## config.mk

```make
export PLATFORM = sky130hd
export DESIGN_NAME = macif_top
export DESIGN_NICKNAME = d
export VERILOG_FILES = /design/src/logic/macif_pkg.sv /design/src/logic/macif_top.sv
export SDC_FILE = /design/constraint.sdc
export NUM_CORES = 1
export LEC_CHECK = 0
export BUFFER_PORTS_ARGS = -buffer_cell sky130_fd_sc_hd__buf_4
export CAP_MARGIN = 0
export CORE_MARGIN = 2
export CORE_UTILIZATION = 35
export DETAILED_ROUTE_END_ITERATION = 10
export GPL_TIMING_DRIVEN = 0
export SLEW_MARGIN = 40
export SYNTH_ARGS = -nofsm -noshare
export SYNTH_HDL_FRONTEND = slang
export SYNTH_SLANG_ARGS = --single-unit
```

## constraint.sdc

```tcl
create_clock -name clk_i -period 3.07 [get_ports clk_i]
set_input_delay 0.614 -clock clk_i [delete_from_list [all_inputs] [get_ports clk_i]]
set_output_delay 0.614 -clock clk_i [all_outputs]
set_load 0.05 [all_outputs]
```

## src/logic/macif_pkg.sv

```systemverilog
// constants of the multiplexed-address command interface
// assumes one 50 MHz clock and a classic wishbone register port
package macif_pkg;

    // ------------------------------------------------------------
    // pins, banks and command codes
    // ------------------------------------------------------------
    localparam int           ADDR_PINS  = 19;
    localparam int           ADDR_BITS  = 21;
    localparam int           BANK_BITS  = 3;
    localparam int           BANKS      = 8;
    localparam logic [1:0]   CMD_READ   = 2'h0;
    localparam logic [1:0]   CMD_WRITE  = 2'h1;
    localparam logic [1:0]   CMD_REF    = 2'h2;
    localparam logic [1:0]   CMD_MRS    = 2'h3;

    // ------------------------------------------------------------
    // mode register fields, positions in the joined address
    // ------------------------------------------------------------
    localparam int           MR_CFG_LSB = 0;
    localparam int           MR_CFG_W   = 3;
    localparam int           MR_BL_LSB  = 3;
    localparam int           MR_BL_W    = 2;
    localparam int           MR_MUX_BIT = 5;
    localparam int           MR_DLL_BIT = 7;
    localparam logic [2:0]   CFG_RST    = 3'h1;
    localparam logic [1:0]   BL_RST     = 2'h0;

    // ------------------------------------------------------------
    // configuration table in multiplexed mode, clocks
    // ------------------------------------------------------------
    localparam logic [3:0]   RC_TAB [3] = '{4'h4, 4'h6, 4'h8};
    localparam logic [3:0]   RL_TAB [3] = '{4'h5, 4'h7, 4'h9};
    localparam logic [3:0]   WL_TAB [3] = '{4'h6, 4'h8, 4'hA};
    localparam logic [3:0]   MUX_EXTRA  = 4'h1;
    localparam int           SR_W       = 16;

    // ------------------------------------------------------------
    // wishbone register map, byte addresses
    // ------------------------------------------------------------
    localparam int           WB_AW      = 8;
    localparam logic [7:0]   REG_CTRL   = 8'h00;
    localparam logic [7:0]   REG_STATUS = 8'h04;
    localparam logic [7:0]   REG_VIOL   = 8'h08;
    localparam int           CTRL_CHK   = 0;
    localparam int           ST_MUX     = 0;
    localparam int           ST_CFG     = 1;
    localparam int           ST_BL      = 4;
    localparam int           ST_DLL     = 6;
    localparam int           ST_RC      = 8;

    typedef enum logic [1:0] {
        ST_IDLE   = 2'b01,
        ST_PHASE2 = 2'b10
    } macif_state_t;

endpackage

```

## src/logic/macif_top.sv

```systemverilog
// command front end of an eight-bank dram with multiplexed addressing
// assumes command pins asynchronous to clk_i, registers on classic wishbone
`timescale 1ns/1ps
module macif_top (
    input  wire logic                                 clk_i,
    input  wire logic                                 rst_i,
    input  wire logic                                 cs_n_i,
    input  wire logic                                 we_n_i,
    input  wire logic                                 ref_n_i,
    input  wire logic [macif_pkg::ADDR_PINS-1:0]      addr_i,
    input  wire logic [macif_pkg::BANK_BITS-1:0]      bank_sel_i,
    output logic                                      cmd_valid_o,
    output logic [1:0]                                cmd_kind_o,
    output logic [macif_pkg::BANK_BITS-1:0]           cmd_bank_o,
    output logic [macif_pkg::ADDR_BITS-1:0]           cmd_addr_o,
    output logic                                      rd_data_en_o,
    output logic                                      wr_data_en_o,
    output logic                                      mux_mode_o,
    output logic                                      dll_off_o,
    input  wire logic                                 wb_cyc_i,
    input  wire logic                                 wb_stb_i,
    input  wire logic                                 wb_we_i,
    input  wire logic [macif_pkg::WB_AW-1:0]          wb_adr_i,
    input  wire logic [3:0]                           wb_sel_i,
    input  wire logic [31:0]                          wb_dat_i,
    output logic [31:0]                               wb_dat_o,
    output logic                                      wb_ack_o
);

    // ------------------------------------------------------------
    // helpers
    // ------------------------------------------------------------
    function automatic logic [1:0] cfg_idx(input logic [2:0] cfg);
        cfg_idx = (cfg == 3'h2) ? 2'h1 : (cfg == 3'h3) ? 2'h2 : 2'h0;
    endfunction

    // joins both phases into one address word
    function automatic logic [macif_pkg::ADDR_BITS-1:0] mux_join(
        input logic [macif_pkg::ADDR_PINS-1:0] ax,
        input logic [macif_pkg::ADDR_PINS-1:0] ay);
        logic [macif_pkg::ADDR_BITS-1:0] a;
        a = '0;
        a[0] = ax[0]; a[3] = ax[3]; a[4] = ax[4]; a[5] = ax[5];
        a[8] = ax[8]; a[9] = ax[9]; a[10] = ax[10]; a[13] = ax[13];
        a[14] = ax[14]; a[17] = ax[17]; a[18] = ax[18];
        a[1] = ay[3]; a[2] = ay[4]; a[6] = ay[8]; a[7] = ay[9];
        a[11] = ay[13]; a[12] = ay[14]; a[16] = ay[17]; a[15] = ay[18];
        a[19] = ay[10]; a[20] = ay[0];
        mux_join = a;
    endfunction

    // ------------------------------------------------------------
    // pin synchronisers
    // ------------------------------------------------------------
    localparam int PW = macif_pkg::ADDR_PINS + macif_pkg::BANK_BITS + 3;
    logic [PW-1:0] pin_meta_r;
    logic [PW-1:0] pin_sync_r;
    always_ff @(posedge clk_i)
    begin
        if (rst_i)
        begin
            pin_meta_r <= {PW{1'b1}};
            pin_sync_r <= {PW{1'b1}};
        end
        else
        begin
            pin_meta_r <= {cs_n_i, we_n_i, ref_n_i, bank_sel_i, addr_i};
            pin_sync_r <= pin_meta_r;
        end
    end

    logic                                 cs_s;
    logic [1:0]                           kind_s;
    logic [macif_pkg::BANK_BITS-1:0]      ba_s;
    logic [macif_pkg::ADDR_PINS-1:0]      ad_s;
    assign cs_s   = ~pin_sync_r[PW-1];
    assign kind_s = {~pin_sync_r[PW-3], ~pin_sync_r[PW-2]} ^ 2'h0;
    assign ba_s   = pin_sync_r[macif_pkg::ADDR_PINS +: macif_pkg::BANK_BITS];
    assign ad_s   = pin_sync_r[macif_pkg::ADDR_PINS-1:0];

    // ------------------------------------------------------------
    // mode state and phase sequencing
    // ------------------------------------------------------------
    macif_pkg::macif_state_t               st_r;
    logic                                  mux_r;
    logic [2:0]                            cfg_r;
    logic [1:0]                            bl_r;
    logic                                  dll_off_r;
    logic                                  chk_en_r;
    logic [1:0]                            hold_kind_r;
    logic [macif_pkg::BANK_BITS-1:0]       hold_ba_r;
    logic [macif_pkg::ADDR_PINS-1:0]       hold_ax_r;
    logic                                  ref_pend_r;
    logic [macif_pkg::BANK_BITS-1:0]       ref_ba_r;
    logic                                  new_cmd;
    logic                                  iss_v;
    logic [1:0]                            iss_kind;
    logic [macif_pkg::BANK_BITS-1:0]       iss_ba;
    logic [macif_pkg::ADDR_BITS-1:0]       iss_addr;
    logic [3:0]                            rc_now;
    logic [3:0]                            rl_base;
    logic [3:0]                            wl_base;

    assign new_cmd = cs_s && (st_r == macif_pkg::ST_IDLE);
    assign rc_now  = macif_pkg::RC_TAB[cfg_idx(cfg_r)];
    assign rl_base = macif_pkg::RL_TAB[cfg_idx(cfg_r)] - macif_pkg::MUX_EXTRA;
    assign wl_base = macif_pkg::WL_TAB[cfg_idx(cfg_r)] - macif_pkg::MUX_EXTRA;

    always_comb
    begin
        iss_v    = 1'b0;
        iss_kind = hold_kind_r;
        iss_ba   = hold_ba_r;
        iss_addr = mux_join(hold_ax_r, ad_s);
        if (st_r == macif_pkg::ST_PHASE2)
        begin
            iss_v = 1'b1;
        end
        else if (ref_pend_r)
        begin
            iss_v    = 1'b1;
            iss_kind = macif_pkg::CMD_REF;
            iss_ba   = ref_ba_r;
            // refresh carries only a bank; the held phase is from an older command
            iss_addr = '0;
        end
        else if (new_cmd && !mux_r)
        begin
            iss_v    = 1'b1;
            iss_kind = kind_s;
            iss_ba   = ba_s;
            iss_addr = {{(macif_pkg::ADDR_BITS-macif_pkg::ADDR_PINS){1'b0}}, ad_s};
        end
    end

    always_ff @(posedge clk_i)
    begin
        if (rst_i)
        begin
            st_r        <= macif_pkg::ST_IDLE;
            hold_kind_r <= macif_pkg::CMD_READ;
            hold_ba_r   <= '0;
            hold_ax_r   <= '0;
            ref_pend_r  <= 1'b0;
            ref_ba_r    <= '0;
        end
        else
        begin
            ref_pend_r <= 1'b0;
            unique case (st_r)
                macif_pkg::ST_IDLE:
                begin
                    if (new_cmd && mux_r && kind_s == macif_pkg::CMD_REF)
                    begin
                        ref_pend_r <= 1'b1;
                        ref_ba_r   <= ba_s;
                    end
                    else if (new_cmd && mux_r)
                    begin
                        st_r        <= macif_pkg::ST_PHASE2;
                        hold_kind_r <= kind_s;
                        hold_ba_r   <= ba_s;
                        hold_ax_r   <= ad_s;
                    end
                end
                macif_pkg::ST_PHASE2:
                begin
                    st_r <= macif_pkg::ST_IDLE;
                end
            endcase
        end
    end

    // mode set: bank inputs and second-phase A8 (joined bit 6) never read
    always_ff @(posedge clk_i)
    begin
        if (rst_i)
        begin
            mux_r     <= 1'b0;
            cfg_r     <= macif_pkg::CFG_RST;
            bl_r      <= macif_pkg::BL_RST;
            dll_off_r <= 1'b0;
        end
        else if (iss_v && iss_kind == macif_pkg::CMD_MRS && (!mux_r || iss_addr[macif_pkg::MR_MUX_BIT]))
        begin
            mux_r     <= iss_addr[macif_pkg::MR_MUX_BIT];
            cfg_r     <= iss_addr[macif_pkg::MR_CFG_LSB +: macif_pkg::MR_CFG_W];
            bl_r      <= iss_addr[macif_pkg::MR_BL_LSB +: macif_pkg::MR_BL_W];
            dll_off_r <= iss_addr[macif_pkg::MR_DLL_BIT];
        end
    end

    // ------------------------------------------------------------
    // data timing
    // ------------------------------------------------------------
    // commands in mux mode issue one clock after their first phase, so the
    // same distance from issue yields the extra latency clock
    logic [macif_pkg::SR_W-1:0] rd_sr_r;
    logic [macif_pkg::SR_W-1:0] wr_sr_r;
    logic [macif_pkg::SR_W-1:0] rd_ins;
    logic [macif_pkg::SR_W-1:0] wr_ins;
    assign rd_ins = (iss_v && iss_kind == macif_pkg::CMD_READ)
                  ? (macif_pkg::SR_W'(1) << (rl_base - 4'h1)) : '0;
    assign wr_ins = (iss_v && iss_kind == macif_pkg::CMD_WRITE)
                  ? (macif_pkg::SR_W'(1) << (wl_base - 4'h1)) : '0;
    always_ff @(posedge clk_i)
    begin
        if (rst_i)
        begin
            rd_sr_r <= '0;
            wr_sr_r <= '0;
        end
        else
        begin
            rd_sr_r <= (rd_sr_r >> 1) | rd_ins;
            wr_sr_r <= (wr_sr_r >> 1) | wr_ins;
        end
    end

    // ------------------------------------------------------------
    // row cycle tracking per bank
    // ------------------------------------------------------------
    // the device cannot refuse an early access; it only reports it
    logic [3:0]                 bank_cnt_r [macif_pkg::BANKS];
    logic [macif_pkg::BANKS-1:0] viol_r;
    logic [macif_pkg::BANKS-1:0] viol_clr;
    logic                       wb_wr;

    genvar gb;
    generate
        for (gb = 0; gb < macif_pkg::BANKS; gb++)
        begin : g_bank
            logic hit;
            assign hit = iss_v && iss_kind != macif_pkg::CMD_MRS
                       && iss_ba == macif_pkg::BANK_BITS'(gb);
            always_ff @(posedge clk_i)
            begin
                if (rst_i)
                begin
                    bank_cnt_r[gb] <= 4'h0;
                    viol_r[gb]     <= 1'b0;
                end
                else
                begin
                    if (hit)
                        bank_cnt_r[gb] <= rc_now - 4'h1;
                    else if (bank_cnt_r[gb] != 4'h0)
                        bank_cnt_r[gb] <= bank_cnt_r[gb] - 4'h1;
                    if (hit && bank_cnt_r[gb] != 4'h0 && chk_en_r)
                        viol_r[gb] <= 1'b1;
                    else if (viol_clr[gb])
                        viol_r[gb] <= 1'b0;
                end
            end
        end
    endgenerate

    // ------------------------------------------------------------
    // wishbone slave, one wait state, unmapped reads zero
    // ------------------------------------------------------------
    assign wb_wr    = wb_cyc_i && wb_stb_i && wb_we_i && !wb_ack_o;
    assign viol_clr = (wb_wr && wb_adr_i == macif_pkg::REG_VIOL && wb_sel_i[0])
                    ? wb_dat_i[macif_pkg::BANKS-1:0] : '0;

    always_ff @(posedge clk_i)
    begin
        if (rst_i)
        begin
            wb_ack_o <= 1'b0;
            wb_dat_o <= 32'h0000_0000;
            chk_en_r <= 1'b1;
        end
        else
        begin
            wb_ack_o <= wb_cyc_i && wb_stb_i && !wb_ack_o;
            if (wb_wr && wb_adr_i == macif_pkg::REG_CTRL && wb_sel_i[0])
                chk_en_r <= wb_dat_i[macif_pkg::CTRL_CHK];
            wb_dat_o <= 32'h0000_0000;
            if (wb_adr_i == macif_pkg::REG_CTRL)
                wb_dat_o[macif_pkg::CTRL_CHK] <= chk_en_r;
            else if (wb_adr_i == macif_pkg::REG_STATUS)
            begin
                wb_dat_o[macif_pkg::ST_MUX] <= mux_r;
                wb_dat_o[macif_pkg::ST_CFG +: 3] <= cfg_r;
                wb_dat_o[macif_pkg::ST_BL +: 2] <= bl_r;
                wb_dat_o[macif_pkg::ST_DLL] <= dll_off_r;
                wb_dat_o[macif_pkg::ST_RC +: 4] <= rc_now;
            end
            else if (wb_adr_i == macif_pkg::REG_VIOL)
                wb_dat_o[macif_pkg::BANKS-1:0] <= viol_r;
        end
    end

    // ------------------------------------------------------------
    // outputs
    // ------------------------------------------------------------
    always_ff @(posedge clk_i)
    begin
        if (rst_i)
        begin
            cmd_valid_o <= 1'b0;
            cmd_kind_o  <= macif_pkg::CMD_READ;
            cmd_bank_o  <= '0;
            cmd_addr_o  <= '0;
        end
        else
        begin
            cmd_valid_o <= iss_v;
            cmd_kind_o  <= iss_kind;
            cmd_bank_o  <= iss_ba;
            cmd_addr_o  <= iss_addr;
        end
    end

    assign rd_data_en_o = rd_sr_r[0];
    assign wr_data_en_o = wr_sr_r[0];
    assign mux_mode_o   = mux_r;
    assign dll_off_o    = dll_off_r;

endmodule // macif_top

```

==> impl_metrics.toml <==
[grt]
grt_pass1_wl_mm = 27.05
grt_start_max_net_pins = 18
grt-ovfl-total = 0
grt_usage_pct = 15.83
grt_pass1_vias = 5003
antenna_found_initial = 0

[critical_path]
crit_type = "flip-flop to flip-flop"
startpoint = "st_r[1]$_SDFFE_PP0P_"
reg2reg_from = "st_r[1]$_SDFFE_PP0P_"
cp_common_cell = "nand3_1"
cp-end-kind = "flip-flop"
start_kind = "flip-flop"
reg2reg_slack_ns = 0.11
crit_fanout = 10
worstRegToRegCells = 6
worstPathArrival_ns = 3.09
r2r_end = "bank_cnt_r[1][12]$_DFFE_PP_"
required_ns = 3.20
cpMaxStageDelayCell = "mux2i_1"
crit_chain = "or4b_1 -> buf_2 -> a21oi_4 -> mux2i_1 -> nand3_1 -> nand3_1"
crit_end = "bank_cnt_r[1][12]$_DFFE_PP_"
slowest_delay_ns = 0.60

[logic_synthesis]
yosysSeqAreaShare_pct = 55.77
synth_edf_count = 32
synth_area_leaders = "dfxtp_1 43%, edfxtp_1 13%, or2_2 4.3%, mux2i_1 4.2%, a21oi_1 3.5%"
synth_area_per_cell_sq_um = 10.05
ys_async_sr_fraction_pct = 0
synth_ff_type = "dfxtp_1"
ys_seq_elements = 190
synth_top_cell_area_share_pct = 42.77
ys_types = 47
yosysTopAreaCell = "dfxtp_1"
synth_area_sq_um = 7395
netlist_instances = 736
ys_warn_count = 0

[sta]
worst_slack_ns = 0.1101
finClkSkew_ns = 0.009906
relSlewSlack_pct = 48.10
tightest_slew_ns = 0.7785
period_minus_slack_ns = 2.960
tns_ns = 0
drv_slew = 0
clock.fmax_ghz = 0.3379
hold_violations = 0
setup_violations = 0
grt_setup_unrepaired = "false"
min_period_over_period_pct = 96.41

[clock_tree]
ctsResizeCount = 0
cts_buffers = 17
clock-sinks = 190
cts.clk_slew.worst_paths_ns = 0.07
root_buffer = "clkbuf_16"
cts_setup_buffers = 0
hold_buffers = 0
cts_tree = "done"
insertion_delay_ns = 0.43
htreeDepth = 4
clk_path_buf_depth = 2

[cells_and_area]
most-common-layout-cells = "158 x dfxtp_1, 110 x buf_4, 58 x nand2_1"
final_common_cell = "dfxtp_1"
post-route-util_pct = 43.61
final_nets = 948
n_antenna_cell = 0
drive_gt1_share_pct = 25.14
area_growth_pct = 23.18

[power]
p_switching_mw = 1.849
combPwrFrac_pct = 19.3
seqPwrFrac_pct = 46.4
leakage_nw = 4.091
vdd_ir_drop_max_mv = 0.3669
cellPowerDensity_nw_per_um2 = 708.0
p_sw_share_pct = 28.67
pwr-share-clk_pct = 34.3
p_int_mw = 4.600

[floorplan]
ios = 138
core-area_sq_um = 20890
die-area_sq_um = 22310
chipWidth_microns = 149.4
initial_core_util_pct = 35.40
row_count = 53
die_y_microns = 149.4

[drt]
drtIter0Drc = 400
wirelength_mm = 17.31
vias_per_cell = 4.703
vias = 5427
wl_per_cell_microns = 15.00
dr.pass1.iters = 5
antenna_left = 0
drc_errors = 0

[placement]
port_buffers = 89
place_congestion = 0.8458
preCtsSetupSlack_ns = 0.1928
hpwl_mm = 12.51

[min_path]
hold_class = "input pin to flip-flop"

[status]
status = "complete, no violations"

[run]
max_cap_violations = 0
## layer usage
metal | GRT usage [%] | vias to the layer above | share of wire, %
li1 | - | 2755 | -
met1 | 21.03 | 2492 | 45
met2 | 25.37 | 167 | 47
met3 | 4.067 | 13 | 6.8
met4 | 4.762 | 0 | 1.2
met5 | 0 | - | 0
## synth_stat cells (14+ instances only)
master    instances
a21oi_1          51
buf_4            21
clkbuf_1         25
dfxtp_1         158
edfxtp_1         32
inv_1            24
mux2_2           15
mux2i_1          31
nand2_1          58
nand2b_1         14
nor2_1           56
nor2b_1          33
nor3_1           20
o21ai_0          19
or2_2            51
or3_1            17
## stage by stage
| stage | power, mW | cell area, sq um | hold slack [ns] | cells |
|---|---|---|---|---|
| 4_1_cts | 6.493 | 9106 | 0.3429 | 1154 |
| 2_1_floorplan | 3.960 | 7477 | 0.3895 | 758 |
| 3_3_place_gp | 4.257 | 8489 | 0.3922 | 1122 |
| 6_report | 6.449 | 9109 | 0.3584 | 1154 |
| 5_1_grt | 6.783 | 9109 | 0.3425 | 1154 |
| 3_5_place_dp | 4.285 | 8498 | 0.3928 | 1122 |
## kinds of logic after synthesis
logic type	count (synthesis)	share of synthesized area (%)
AOI/OAI and AO/OA	112	9.679
adders and majority gates	8	1.354
buffers and inverters	77	5.042
DFF	190	55.77
muxes	46	6.481
other	1	0.05071
and+or+nand+nor	302	21.62
## power groups by stage
stage          sequential [mW]  clock (mW)  combinational [mW]
2_1_floorplan             3.07           0               0.887
3_3_place_gp              3.04           0                1.21
3_5_place_dp              3.05           0                1.23
4_1_cts                   2.99        2.26                1.24
5_1_grt                   3.03        2.35                1.40
6_report                  2.99        2.21                1.24
## how the worst min path moves through the flow
| stage | slack (ns) | depth (start not counted) | start | endpoint |
|---|---|---|---|---|
| final | 0.36 | 2 | addr_i[3] | pin_meta_r[3]$_SDFF_PP1_ |
| after global routing | 0.34 | 2 | addr_i[2] | pin_meta_r[2]$_SDFF_PP1_ |
| after CTS | 0.34 | 2 | ref_n_i | pin_meta_r[22]$_SDFF_PP1_ |
| after detailed placement | 0.39 | 1 | pin_meta_r[23]$_SDFF_PP1_ | pin_sync_r[23]$_SDFF_PP1_ |
| after global placement | 0.39 | 1 | pin_meta_r[0]$_SDFF_PP1_ | pin_sync_r[0]$_SDFF_PP1_ |
| after floorplan | 0.39 | 1 | pin_meta_r[0]$_SDFF_PP1_ | pin_sync_r[0]$_SDFF_PP1_ |
## layout make-up
cell class / instances / area [sq um]
Buffer: 53 / 282.8
Clock buffer: 22 / 516.7
Clock inverter: 10 / 91.34
Fill cell: 2033 / 11780
Inverter: 24 / 90.09
Multi-Input combinational cell: 491 / 2992
Sequential cell: 190 / 4124
Tap cell: 275 / 344.1
Timing Repair Buffer: 89 / 668.1
## sequential cells by signal, indices dropped and copies added (netlist names), 8 cells and up
signal	count
bank_cnt_r	32
pin_meta_r	25
pin_sync_r	25
cmd_addr_o	21
rd_sr_r	16
wr_sr_r	15
hold_ax_r	11
wb_dat_o	11
viol_r	8
## worst max-delay path: cells and delay by family, from the launching register on
kind / cells / cell delay, ns
DFF: 1 / 0.37
AOI/OAI and AO/OA: 1 / 0.35
and+or+nand+nor: 3 / 1.15
buffers and inverters: 1 / 0.18
muxes: 1 / 0.60
(Power assumes the default switching activity.)
